--- src/hdl/efs_pkg.sv ---
/*
 * Shared constants, state encoding and carrier structs of the eFuse fault supervisor.
 * Assumes a 200 MHz aclk and digital comparator results from the analog front end.
 */
// Summary of operation
// RULE_01 - Overcurrent flag asserts above 85% of limit reference, releases below 75%.
// RULE_02 - Limiting starts a 250 us hold timer; expiry switches off, flags fault.
// RULE_03 - Die overtemperature near 140 C switches off and flags fault.
// RULE_04 - Short-circuit above 100 A shuts down at once and asserts overcurrent flag.
// RULE_05 - Thermal shutdown acts in every state and beats every other input.
// RULE_06 - Overcurrent flag stays released in start-up and normal run without overload.
// RULE_07 - Fault-free flag drops only for non-enable shutdowns, never for enable low.
// RULE_08 - Fault-free flag is held low while supply is under lockout.
// RULE_09 - Output below 90% of input after 200 ms aborts start-up as fault.
// RULE_10 - After lockout clears, fault-free flag releases only with output below threshold.
// RULE_11 - Gate-to-input difference below 5.6 V in start-up or run is a fault.
// RULE_12 - While disabled, output held high by a short blocks any new start-up.
// RULE_13 - Diagnosed faults drop fault-free flag and discharge the soft-start node.
// RULE_14 - Latching variant stays off after a fault until lockout or power cycle.
// RULE_15 - Auto-retry variant waits 1 s off, then restarts, with unlimited retries.
// RULE_16 - A stored fault ignores the enable input; only lockout clears it.
// RULE_17 - Supply below lockout switches off and clears stored fault state.
// RULE_18 - Controller drives enable high to run, low to shut the output down.
// RULE_19 - Comparators are synchronised; hold, start-up and retry timers are clock counters.
package efs_pkg;
    // ==========================================================
    // Timing
    localparam int CLK_PERIOD_NS = 5;
    localparam int HOLD_TIME_US  = 250;
    localparam int START_TIME_MS = 200;
    localparam int RETRY_TIME_MS = 1000;
    localparam int TMR_W         = 28;
    localparam logic [TMR_W-1:0] HOLD_CYCLES  =
        TMR_W'((HOLD_TIME_US * 1000 + CLK_PERIOD_NS - 1) / CLK_PERIOD_NS);
    localparam logic [TMR_W-1:0] START_CYCLES =
        TMR_W'((START_TIME_MS * 1000000 + CLK_PERIOD_NS - 1) / CLK_PERIOD_NS);
    localparam logic [TMR_W-1:0] RETRY_CYCLES =
        TMR_W'((RETRY_TIME_MS * 1000000 + CLK_PERIOD_NS - 1) / CLK_PERIOD_NS);
    // ==========================================================
    // Register map
    localparam int         ADDR_W      = 8;
    localparam logic [7:0] STATUS_OFFS = 8'h00;
    localparam logic [7:0] CAUSE_OFFS  = 8'h04;
    localparam logic [7:0] EVENT_OFFS  = 8'h08;
    localparam logic [7:0] MASK_OFFS   = 8'h0C;
    localparam logic [1:0] RESP_OKAY   = 2'h0;
    localparam logic [1:0] RESP_SLVERR = 2'h2;
    localparam int         STATUS_W    = 9;
    localparam int EVT_W = 4, EVT_FAULT = 0, EVT_OVERCUR = 1, EVT_RUNNING = 2, EVT_RETRY = 3;
    localparam logic [EVT_W-1:0] MASK_RESET = 4'h0;
    localparam int CAUSE_W = 9, CS_THERMAL = 0, CS_SHORT = 1, CS_HOLD = 2, CS_START = 3;
    localparam int CS_GATE_LEAK = 4, CS_OUT_LOW = 5, CS_GATE_SHORT = 6, CS_PUMP = 7;
    localparam int CS_PULLDOWN = 8;
    // ==========================================================
    // Types
    typedef enum logic [1:0] {
        ST_OFF = 2'h0, ST_START = 2'h1, ST_ON = 2'h2, ST_FAULT = 2'h3
    } efs_state_type;
    typedef struct packed {
        logic uvlo_ok;        // Internal supply above lockout
        logic over_temp;      // Die at thermal threshold
        logic short_circuit;  // Load above short_circuit_limit
        logic sense_above_85; // Sense above 85% of limit_reference_input
        logic sense_below_75; // Sense below 75% of limit_reference_input
        logic limiting;       // Current limit loop active
        logic out_above_90;   // Output above 90% of input
        logic out_above_dsok; // Output above drain_source_ok_threshold
        logic gate_low;       // Gate-to-input below 5.6 V
        logic gate_short;     // Gate shorted to input
        logic pump_error;     // Charge pump error
        logic pulldown_error; // Pull-down circuit error
    } efs_cmp_type;
    typedef struct packed {
        logic        en;
        logic        ff_wire;
        logic        oc_wire;
        efs_cmp_type cmp;
    } efs_sync_type;
    typedef struct packed {
        efs_state_type      state;
        logic [TMR_W-1:0]   tmr;
        logic [TMR_W-1:0]   hold;
        efs_sync_type       s1;
        efs_sync_type       s2;
        logic               armed;
        logic               gate;
        logic               ff_low;
        logic               oc;
        logic               ssd;
        logic [CAUSE_W-1:0] cause;
        logic [EVT_W-1:0]   evt;
        logic [EVT_W-1:0]   mask;
        logic               aw_hold;
        logic [ADDR_W-1:0]  aw_addr;
        logic               w_hold;
        logic [31:0]        wdata;
        logic [3:0]         wstrb;
        logic               bvalid;
        logic [1:0]         bresp;
        logic               rvalid;
        logic [31:0]        rdata;
        logic [1:0]         rresp;
    } efs_regs_type;
endpackage : efs_pkg

--- src/hdl/efs_top.sv ---
/*
 * Fault supervisor of a 12 V electronic fuse with an AXI4-Lite register slave.
 * Assumes comparator results arrive asynchronously and the AXI master is on aclk.
 */
// Local design decisions: the register addresses and the AXI4-Lite interface to the registers.
`timescale 1ns/1ps
module efs_top #(
    parameter logic [efs_pkg::TMR_W-1:0] HOLD_CYCLES  = efs_pkg::HOLD_CYCLES,
    parameter logic [efs_pkg::TMR_W-1:0] START_CYCLES = efs_pkg::START_CYCLES,
    parameter logic [efs_pkg::TMR_W-1:0] RETRY_CYCLES = efs_pkg::RETRY_CYCLES,
    parameter bit                        AUTO_RETRY   = 1'b0
) (
    // Clock and reset
    input  wire logic                         aclk,
    input  wire logic                         aresetn,
    // AXI4-Lite slave
    input  wire logic [efs_pkg::ADDR_W-1:0]   awaddr,
    input  wire logic                         awvalid,
    output logic                              awready,
    input  wire logic [31:0]                  wdata,
    input  wire logic [3:0]                   wstrb,
    input  wire logic                         wvalid,
    output logic                              wready,
    output logic [1:0]                        bresp,
    output logic                              bvalid,
    input  wire logic                         bready,
    input  wire logic [efs_pkg::ADDR_W-1:0]   araddr,
    input  wire logic                         arvalid,
    output logic                              arready,
    output logic [31:0]                       rdata,
    output logic [1:0]                        rresp,
    output logic                              rvalid,
    input  wire logic                         rready,
    // Comparators and enable
    input  wire efs_pkg::efs_cmp_type         comparators,
    input  wire logic                         enable_discharge_input,
    // Open-drain flags, active low on the wire
    input  wire logic                         fault_free_flag_in,
    output logic                              fault_free_flag_out,
    output logic                              fault_free_flag_oe,
    input  wire logic                         overcurrent_flag_in,
    output logic                              overcurrent_flag_out,
    output logic                              overcurrent_flag_oe,
    // Power stage
    output logic                              gate_enable,
    output logic                              soft_start_discharge,
    // Interrupt
    output logic                              irq
);
    // ==========================================================
    // Declarations
    localparam logic [efs_pkg::TMR_W-1:0] HOLD_LAST  = HOLD_CYCLES - 1'b1;
    localparam logic [efs_pkg::TMR_W-1:0] START_LAST = START_CYCLES - 1'b1;
    localparam logic [efs_pkg::TMR_W-1:0] RETRY_LAST = RETRY_CYCLES - 1'b1;

    efs_pkg::efs_regs_type           st_reg;
    efs_pkg::efs_regs_type           st_next;
    efs_pkg::efs_cmp_type            c;
    logic                            en;
    logic                            gate_on;
    logic                            hold_exp;
    logic                            start_tmo;
    logic                            retry_due;
    logic [efs_pkg::CAUSE_W-1:0]     cause;
    logic [efs_pkg::EVT_W-1:0]       evt_set;
    logic [efs_pkg::EVT_W-1:0]       evt_clr;
    logic                            aw_have;
    logic                            w_have;
    logic                            wr_do;
    logic                            rd_do;
    logic [efs_pkg::ADDR_W-1:0]      wr_addr;
    logic [31:0]                     wr_data;
    logic [3:0]                      wr_strb;

    // ==========================================================
    // Decoded conditions
    // Only the second synchroniser stage is looked at
    assign c         = st_reg.s2.cmp; // RULE_19
    assign en        = st_reg.s2.en;
    assign gate_on   = (st_reg.state == efs_pkg::ST_START) || (st_reg.state == efs_pkg::ST_ON);
    assign hold_exp  = gate_on && c.limiting && (st_reg.hold == HOLD_LAST); // RULE_02
    assign start_tmo = (st_reg.state == efs_pkg::ST_START) && (st_reg.tmr == START_LAST)
                       && !c.out_above_90; // RULE_09
    assign retry_due = AUTO_RETRY && (st_reg.state == efs_pkg::ST_FAULT)
                       && (st_reg.tmr == RETRY_LAST); // RULE_15

    always_comb begin
        cause = '0;
        cause[efs_pkg::CS_THERMAL]    = c.over_temp; // RULE_03 RULE_05
        cause[efs_pkg::CS_SHORT]      = gate_on && c.short_circuit; // RULE_04
        cause[efs_pkg::CS_HOLD]       = hold_exp; // RULE_02
        cause[efs_pkg::CS_START]      = start_tmo; // RULE_09
        cause[efs_pkg::CS_GATE_LEAK]  = gate_on && c.gate_low; // RULE_11
        cause[efs_pkg::CS_OUT_LOW]    = (st_reg.state == efs_pkg::ST_ON) && !c.out_above_90; // RULE_13
        cause[efs_pkg::CS_GATE_SHORT] = c.uvlo_ok && c.gate_short; // RULE_13
        cause[efs_pkg::CS_PUMP]       = c.uvlo_ok && c.pump_error; // RULE_13
        cause[efs_pkg::CS_PULLDOWN]   = c.uvlo_ok && c.pulldown_error; // RULE_13
    end

    // ==========================================================
    // Bus handshake
    assign awready = !st_reg.aw_hold && !st_reg.bvalid;
    assign wready  = !st_reg.w_hold && !st_reg.bvalid;
    assign arready = !st_reg.rvalid;
    assign aw_have = st_reg.aw_hold || (awvalid && awready);
    assign w_have  = st_reg.w_hold || (wvalid && wready);
    assign wr_do   = aw_have && w_have;
    assign rd_do   = arvalid && arready;
    assign wr_addr = st_reg.aw_hold ? st_reg.aw_addr : awaddr;
    assign wr_data = st_reg.w_hold ? st_reg.wdata : wdata;
    assign wr_strb = st_reg.w_hold ? st_reg.wstrb : wstrb;
    // Only byte lane 0 carries writable register bits
    assign evt_clr = (wr_do && (wr_addr == efs_pkg::EVENT_OFFS) && wr_strb[0])
                     ? wr_data[efs_pkg::EVT_W-1:0] : '0;

    // ==========================================================
    // Next state
    always_comb begin
        st_next = st_reg;
        evt_set = '0;
        st_next.s1.en      = enable_discharge_input; // RULE_19
        st_next.s1.ff_wire = fault_free_flag_in;
        st_next.s1.oc_wire = overcurrent_flag_in;
        st_next.s1.cmp     = comparators;
        st_next.s2         = st_reg.s1;

        // Hysteresis keeps the flag from chattering near the limit
        if (c.sense_above_85 || c.short_circuit) begin
            st_next.oc = 1'b1; // RULE_01 RULE_04
        end else if (c.sense_below_75) begin
            st_next.oc = 1'b0; // RULE_01 RULE_06
        end

        st_next.hold = (gate_on && c.limiting) ? st_reg.hold + 1'b1 : '0; // RULE_02 RULE_19

        if (!c.uvlo_ok) begin
            st_next.armed = 1'b0;
        end else if (!c.out_above_dsok) begin
            st_next.armed = 1'b1; // RULE_10
        end

        case (st_reg.state)
            efs_pkg::ST_OFF: begin
                st_next.tmr = '0;
                if (en && st_reg.armed && !c.out_above_dsok) begin
                    st_next.state = efs_pkg::ST_START; // RULE_12
                end
            end
            efs_pkg::ST_START: begin
                st_next.tmr = st_reg.tmr + 1'b1; // RULE_19
                if (!en) begin
                    st_next.state = efs_pkg::ST_OFF; // RULE_18
                end else if (c.out_above_90) begin
                    st_next.state = efs_pkg::ST_ON;
                    evt_set[efs_pkg::EVT_RUNNING] = 1'b1;
                end
            end
            efs_pkg::ST_ON: begin
                st_next.tmr = '0;
                if (!en) begin
                    st_next.state = efs_pkg::ST_OFF; // RULE_07 RULE_18
                end
            end
            efs_pkg::ST_FAULT: begin
                // Enable never ends a stored fault; it only picks whether a retry goes to ST_START or ST_OFF
                if (retry_due) begin
                    st_next.tmr   = '0;
                    st_next.state = en ? efs_pkg::ST_START : efs_pkg::ST_OFF; // RULE_15
                    evt_set[efs_pkg::EVT_RETRY] = 1'b1;
                end else if (AUTO_RETRY) begin
                    st_next.tmr = st_reg.tmr + 1'b1; // RULE_15 RULE_19
                end // RULE_14 RULE_16
            end
            default: begin
                st_next.state = efs_pkg::ST_OFF;
            end
        endcase

        if (|cause && (st_reg.state != efs_pkg::ST_FAULT)) begin
            st_next.state = efs_pkg::ST_FAULT; // RULE_02 RULE_03 RULE_09 RULE_11 RULE_13
            st_next.tmr   = '0;
            st_next.cause = st_reg.cause | cause;
            evt_set[efs_pkg::EVT_FAULT] = 1'b1;
        end
        // Heat restarts the off time, so a hot die never retries
        if (c.over_temp) begin
            st_next.state = efs_pkg::ST_FAULT; // RULE_05
            st_next.tmr   = '0;
            st_next.cause[efs_pkg::CS_THERMAL] = 1'b1;
        end else if (!c.uvlo_ok) begin
            st_next.state = efs_pkg::ST_OFF; // RULE_14 RULE_16 RULE_17
            st_next.tmr   = '0;
            st_next.cause = '0;
        end

        st_next.gate   = (st_next.state == efs_pkg::ST_START) || (st_next.state == efs_pkg::ST_ON);
        st_next.ssd    = !st_next.gate; // RULE_13
        st_next.ff_low = (st_next.state == efs_pkg::ST_FAULT) || !st_next.armed; // RULE_07 RULE_08

        if (st_next.oc && !st_reg.oc) begin
            evt_set[efs_pkg::EVT_OVERCUR] = 1'b1;
        end
        // A new event wins over a clear in the same cycle
        st_next.evt = (st_reg.evt & ~evt_clr) | evt_set;

        // ==========================================================
        // Register writes
        if (awvalid && awready) begin
            st_next.aw_hold = 1'b1;
            st_next.aw_addr = awaddr;
        end
        if (wvalid && wready) begin
            st_next.w_hold = 1'b1;
            st_next.wdata  = wdata;
            st_next.wstrb  = wstrb;
        end
        if (wr_do) begin
            st_next.aw_hold = 1'b0;
            st_next.w_hold  = 1'b0;
            st_next.bvalid  = 1'b1;
            st_next.bresp   = efs_pkg::RESP_OKAY;
            case (wr_addr)
                efs_pkg::STATUS_OFFS, efs_pkg::CAUSE_OFFS, efs_pkg::EVENT_OFFS: begin
                end
                efs_pkg::MASK_OFFS: begin
                    if (wr_strb[0]) begin
                        st_next.mask = wr_data[efs_pkg::EVT_W-1:0];
                    end
                end
                default: begin
                    st_next.bresp = efs_pkg::RESP_SLVERR;
                end
            endcase
        end else if (st_reg.bvalid && bready) begin
            st_next.bvalid = 1'b0;
        end

        // ==========================================================
        // Register reads
        if (rd_do) begin
            st_next.rvalid = 1'b1;
            st_next.rresp  = efs_pkg::RESP_OKAY;
            st_next.rdata  = '0;
            case (araddr)
                efs_pkg::STATUS_OFFS: begin
                    st_next.rdata[efs_pkg::STATUS_W-1:0] = {st_reg.s2.oc_wire, st_reg.s2.ff_wire,
                        st_reg.ssd, st_reg.armed, st_reg.ff_low, st_reg.oc, st_reg.gate,
                        st_reg.state};
                end
                efs_pkg::CAUSE_OFFS: begin
                    st_next.rdata[efs_pkg::CAUSE_W-1:0] = st_reg.cause;
                end
                efs_pkg::EVENT_OFFS: begin
                    st_next.rdata[efs_pkg::EVT_W-1:0] = st_reg.evt;
                end
                efs_pkg::MASK_OFFS: begin
                    st_next.rdata[efs_pkg::EVT_W-1:0] = st_reg.mask;
                end
                default: begin
                    st_next.rresp = efs_pkg::RESP_SLVERR;
                end
            endcase
        end else if (st_reg.rvalid && rready) begin
            st_next.rvalid = 1'b0;
        end
    end

    // ==========================================================
    // State register
    always_ff @(posedge aclk) begin
        if (!aresetn) begin
            st_reg        <= '0;
            st_reg.ff_low <= 1'b1;
            st_reg.ssd    <= 1'b1;
            st_reg.mask   <= efs_pkg::MASK_RESET;
        end else begin
            st_reg <= st_next;
        end
    end

    // ==========================================================
    // Outputs
    assign bvalid               = st_reg.bvalid;
    assign bresp                = st_reg.bresp;
    assign rvalid               = st_reg.rvalid;
    assign rdata                = st_reg.rdata;
    assign rresp                = st_reg.rresp;
    assign gate_enable          = st_reg.gate;
    assign soft_start_discharge = st_reg.ssd;
    assign fault_free_flag_out  = 1'b0;
    assign fault_free_flag_oe   = st_reg.ff_low;
    assign overcurrent_flag_out = 1'b0;
    assign overcurrent_flag_oe  = st_reg.oc;
    assign irq                  = |(st_reg.evt & st_reg.mask);
endmodule : efs_top

--- config.mk ---
export PLATFORM = sky130hd
export DESIGN_NAME = efs_top
export DESIGN_NICKNAME = d
export VERILOG_FILES = /design/src/hdl/efs_pkg.sv /design/src/hdl/efs_top.sv
export SDC_FILE = /design/constraint.sdc
export NUM_CORES = 1
export LEC_CHECK = 0
export ABC_AREA = 1
export ABC_CLOCK_PERIOD_IN_PS = 5300
export BUFFER_PORTS_ARGS = -buffer_cell sky130_fd_sc_hd__buf_2
export CORE_AREA = 4 4 136 138
export DETAILED_ROUTE_END_ITERATION = 6
export DIE_AREA = 0 0 140 142
export HOLD_SLACK_MARGIN = 0.06
export PLACE_DENSITY = 0.66
export SLEW_MARGIN = 20
export SYNTH_ARGS = -nofsm -noshare
export SYNTH_HDL_FRONTEND = slang
export SYNTH_SLANG_ARGS = --single-unit
--- constraint.sdc ---
create_clock -name aclk -period 5.3 [get_ports aclk]
set_clock_uncertainty 0.2 [all_clocks]
set_input_delay 0.53 -clock aclk [delete_from_list [all_inputs] [get_ports aclk]]
set_output_delay 0.53 -clock aclk [all_outputs]
set_load 0.02 [all_outputs]
After elaboration in Yosys (flattened, before gate mapping)
Cells that the tools add are included.
{"block": "word_totals", "word_cells": 162, "output_inout_bits": 48, "in_bits": 74, "reg_bits": 140}
{"block": "classes", "reduce_logical": 52, "n_addsub": 2, "mux": 33, "n_eq_ne": 16, "n_bitwise": 7}
{"op": "one-hot mux 30 bit (4 select lines)", "count": 1}
{"op": "two-way mux 30 bit", "count": 3}
{"op": "adder 28 x 1 -> 28 bit, second input constant", "count": 2}
{"op": "== test 8 x 4 -> 1 bit, second input constant", "count": 4}
{"op": "== test 28 x 16 -> 1 bit, second input constant", "count": 1}
{"op": "== test 28 x 26 -> 1 bit, second input constant", "count": 1}
{"op": "logical AND 1 bit", "count": 24}
{"op": "two-way mux 9 bit", "count": 2}
{"op": "== test 8 x 3 -> 1 bit, second input constant", "count": 2}
{"op": "logical NOT 8 bit", "count": 2}
{"op": "two-way mux 8 bit", "count": 2}
{"op": "one-hot mux 4 bit (4 select lines)", "count": 1}
{"op": "OR reduction 4 bit", "count": 4}
{"op": "two-way mux 1 bit", "count": 15}
{"op": "two-way mux 2 bit", "count": 6}
{"op": "one-hot mux 5 bit (2 select lines)", "count": 1}
{"op": "logical NOT 1 bit", "count": 9}
{"op": "OR 9 bit", "count": 1}
{"op": "OR reduction 9 bit", "count": 1}
{"op": "AND 4 bit", "count": 2}
{"op": "== test 2 bit, second input constant", "count": 4}
{"op": "two-way mux 4 bit", "count": 2}
{"op": "logical OR 1 bit", "count": 6}
{"op": "== test 2 x 1 -> 1 bit, second input constant", "count": 2}
{"op": "other kinds (10)", "count": 12}

Depth between registers and ports, before layout
{"block": "depth", "word_depth": 12, "depth_mapped": 15, "ltp_nobuf": 15}

Worst setup path after synthesis
No wires, ideal clock.
{"block": "synth_timing", "path_type": "reg-to-reg", "start": "register st_reg[192] (netlist name)", "end": "register st_reg, in the netlist gate_enable", "path_buffers": 0, "required_ps": 4989, "setup_ps": 111, "stages_incl_launch_ff": 16, "period_less_slack_ps": 2182, "arrival_ps": 1871, "path_slack_ps": 3118, "cell_sequence": "dfxtp_1 -> inv_1 -> ha_1 -> nand2_1 -> inv_1 -> nor2_1 -> nand3_1 -> nand2_1 -> nand2_4 -> nor2_8 -> nand3_1 -> nand2_1 -> inv_1 -> ha_1 -> nand2_1 -> inv_1"}
{"item": "from (decl)", "line_no": "efs_top.sv:56", "text": "efs_pkg::efs_regs_type st_reg;"}
{"item": "from (signal assigned)", "line_no": "efs_top.sv:277", "text": "st_reg <= st_next;"}

==> out/qor.yml <==
synth_async_sr_flop_share: 0
synth_seq_cells: 138
largest_register_ff_count: 93
floorplan.die_area_sq_mm: 0.0199
ys_warn_count: 0
syn_to_final_growth_pct: 13.7
antenna_found_initial: 0
drc_errors: 0
syn_avg_cell_area_sq_um: 6.90
gp_routability_congestion: 0.889
die-height_microns: 142
relSlewSlack: 0.430
worst-path-max-fanout: 20
achievable-frequency_mhz: 330
yosys.cell_types.count: 46
route.detailed.vias_per_inst: 4.58
drtIter0Drc: 325
endpoint_class_of_the_critical_path: "register"
fin_crit_ns: 3.03
grt_start_max_net_pins: 61
synth.yosys.seq_area_share: 0.407
dominantRegCellSynth: "dfxtp_1"
wl_met1_microns: 6910
share_comb_of_total_power: 0.075
tritoncts: "built"
fin_tns_setup_ns: 0
post_synth_instance_area_sq_mm: 0.00680
grt_pass1_wl_microns: 24400
route.met3.wl_microns: 619
num_antenna_cells: 0
rsz0062_at_grt: "no"
crit_path_frequent_cell: "nand2_1"
final_net_count: 1120
detail_route.first_pass.iterations: 5
grt.overflow.total: 0
worst_pin_slew_ns: 0.855
tritoncts.num_buffers: 17
floorplan.initialDensity: 0.396
clock_sink_count: 138
min_period_over_period: 0.571
globalRouteTotalUtil: 0.148
h_tree_depth: 4
clk_path_buf_depth: 2
hold_violations: 0
post_cts_hold_buffer_count: 0
clock_latency_ns: 0.43
worstPathCellList: "ha_1 > inv_2 > nand2_1 > nor2_1 > nand2_1 > nor2_1 > nand2_2 > nand2_4 > nor2_8 > nand3_1 > nand2_1 > inv_1 > ha_1 > nand2_1 > inv_1"
leakagePower_nw: 3.25
top_ports: 122
critPathKind: "reg -> reg"
highest_layer: "met4"
number_of_setup_buffers_added_after_cts: 0
worst_hold_slack_ns: 0.0825
drv.max_cap_violation_count: 0
fp-row-count: 48
cts-root-buf: "clkbuf_16"
detail_route.wl_per_cell_microns: 11.3
number_of_global_route_vias_before_repair: 5358
worst-r2r-cell-count: 15
crit_required_ns: 5.41
layout-drive-gt1-share: 0.133
internal-power_mw: 1.87
worstPathArrival_ns: 3.14
io_buffer_count: 63
power.share.sequential: 0.440
clock_power_share: 0.485
maxSlewViolCount: 0
cp-start-kind: "register"
detailroute.wirelength.met2_microns: 6700
via_count: 5846
timing.hold.worst_path_depth: 3
hold_path_class: "in -> reg"
synthesis.instances: 985
core_sq_mm: 0.0172
finalWirelength_microns: 14400
switchingPower_mw: 0.632
critical-path-max-stage-delay_ns: 0.76
clk_pin_slew_worst_paths_ns: 0.06
p_sw_frac: 0.252
peakVddDrop_uv: 224
die_width_microns: 140
hpwlAfterDp_microns: 10600
power.density_mw_per_mm2: 324
ant_nets: 0
synth_enable_flop_cells: 0
crit_path_top_delay_cell: "ha_1"
setup_viol_count_final: 0
post_cts_resized: 0
outcome: "complete, no violations"
==> power by group through the flow <==
stage	registers, mW	logic [mW]	clock network (mW)
after detailed placement	1.12	0.189	0
final	1.10	0.188	1.21
after floorplan	1.12	0.158	0
after global routing	1.11	0.216	1.28
after global placement	1.12	0.188	0
after CTS	1.10	0.190	1.24
==> through the flow <==
step                      utilization  total power [mW]  cells  worst slack, ns  instance area [sq um]
after global routing            0.450              2.60   1277             1.98                   7730
after detailed placement        0.414              1.31   1245             2.29                   7120
final                           0.450              2.50   1277             2.27                   7730
after global placement          0.414              1.31   1245             2.28                   7120
after CTS                       0.450              2.53   1277             2.25                   7730
after floorplan                     -              1.28   1011             3.12                   6890
==> worst paths after layout <==
kind                   to  slack [ns]           start
max reg2reg   gate_enable        2.27     st_reg[192]
max           gate_enable        2.27     st_reg[192]
min          st_next[106]        0.08  comparators[0]
min reg2reg          c[9]        0.21    st_next[115]
==> area by class of cell <==
cell class	count	area, sq um
timing repair buffer	64	323
tap	225	282
multi-input combinational	681	3240
clock buffer	20	457
sequential	138	2760
fill	1799	9450
inverter	137	514
clock inverter	12	154
==> cells in the mapped netlist, types with 8 or more instances <==
library cell / n / area [sq um]
a21oi_1: 45 / 225
buf_4: 39 / 293
clkbuf_1: 11 / 41.3
dfxtp_1: 138 / 2760
inv_1: 130 / 488
nand2_1: 224 / 841
nand3_1: 59 / 295
nand4_1: 17 / 106
nor2_1: 150 / 563
nor2_2: 15 / 93.8
nor2_4: 8 / 90.1
nor3_1: 29 / 145
o21ai_0: 44 / 220
xor2_1: 16 / 140
==> cell usage in the layout, fill, tap and decap left out, types with 8 or more instances in the layout <==
| master | count |
|---|---|
| xor2_1 | 16 |
| nor2_1 | 150 |
| nor2_4 | 8 |
| nor2_2 | 15 |
| clkbuf_16 | 17 |
| buf_2 | 63 |
| nand3_1 | 59 |
| o21ai_0 | 44 |
| nand2_1 | 224 |
| inv_1 | 130 |
| dfxtp_1 | 138 |
| nand4_1 | 17 |
| a21oi_1 | 45 |
| nor3_1 | 29 |
| conb_1 | 27 |
==> per-layer routing <==
| metal | global-route usage | vias up |
|---|---|---|
| met5 | 0 | - |
| met2 | 0.241 | 100 |
| met4 | 0.0515 | 0 |
| li1 | - | 3145 |
| met1 | 0.193 | 2586 |
| met3 | 0.0353 | 15 |
==> worst max-delay path: cells and delay by family, from the launching register on <==
| family | cells | cell delay, ns |
|---|---|---|
| flops | 1 | 0.43 |
| simple gates | 10 | 0.87 |
| buf+inv | 3 | 0.36 |
| fa+ha+maj | 2 | 1.06 |
==> kinds of logic (layout without fill, tap and decap cells) <==
group,Yosys count,in the layout,share of synthesized area
AOI/OAI and AO/OA,102,102,0.0788
adders and majority gates,7,7,0.0129
other,1,27,0.000552
xor gates and xnor gates,18,18,0.0232
DFF,138,138,0.407
muxes,1,1,0.00147
buffers and inverters,192,233,0.132
and+or+nand+nor,526,526,0.345
Power figures use the tool's default switching activity.
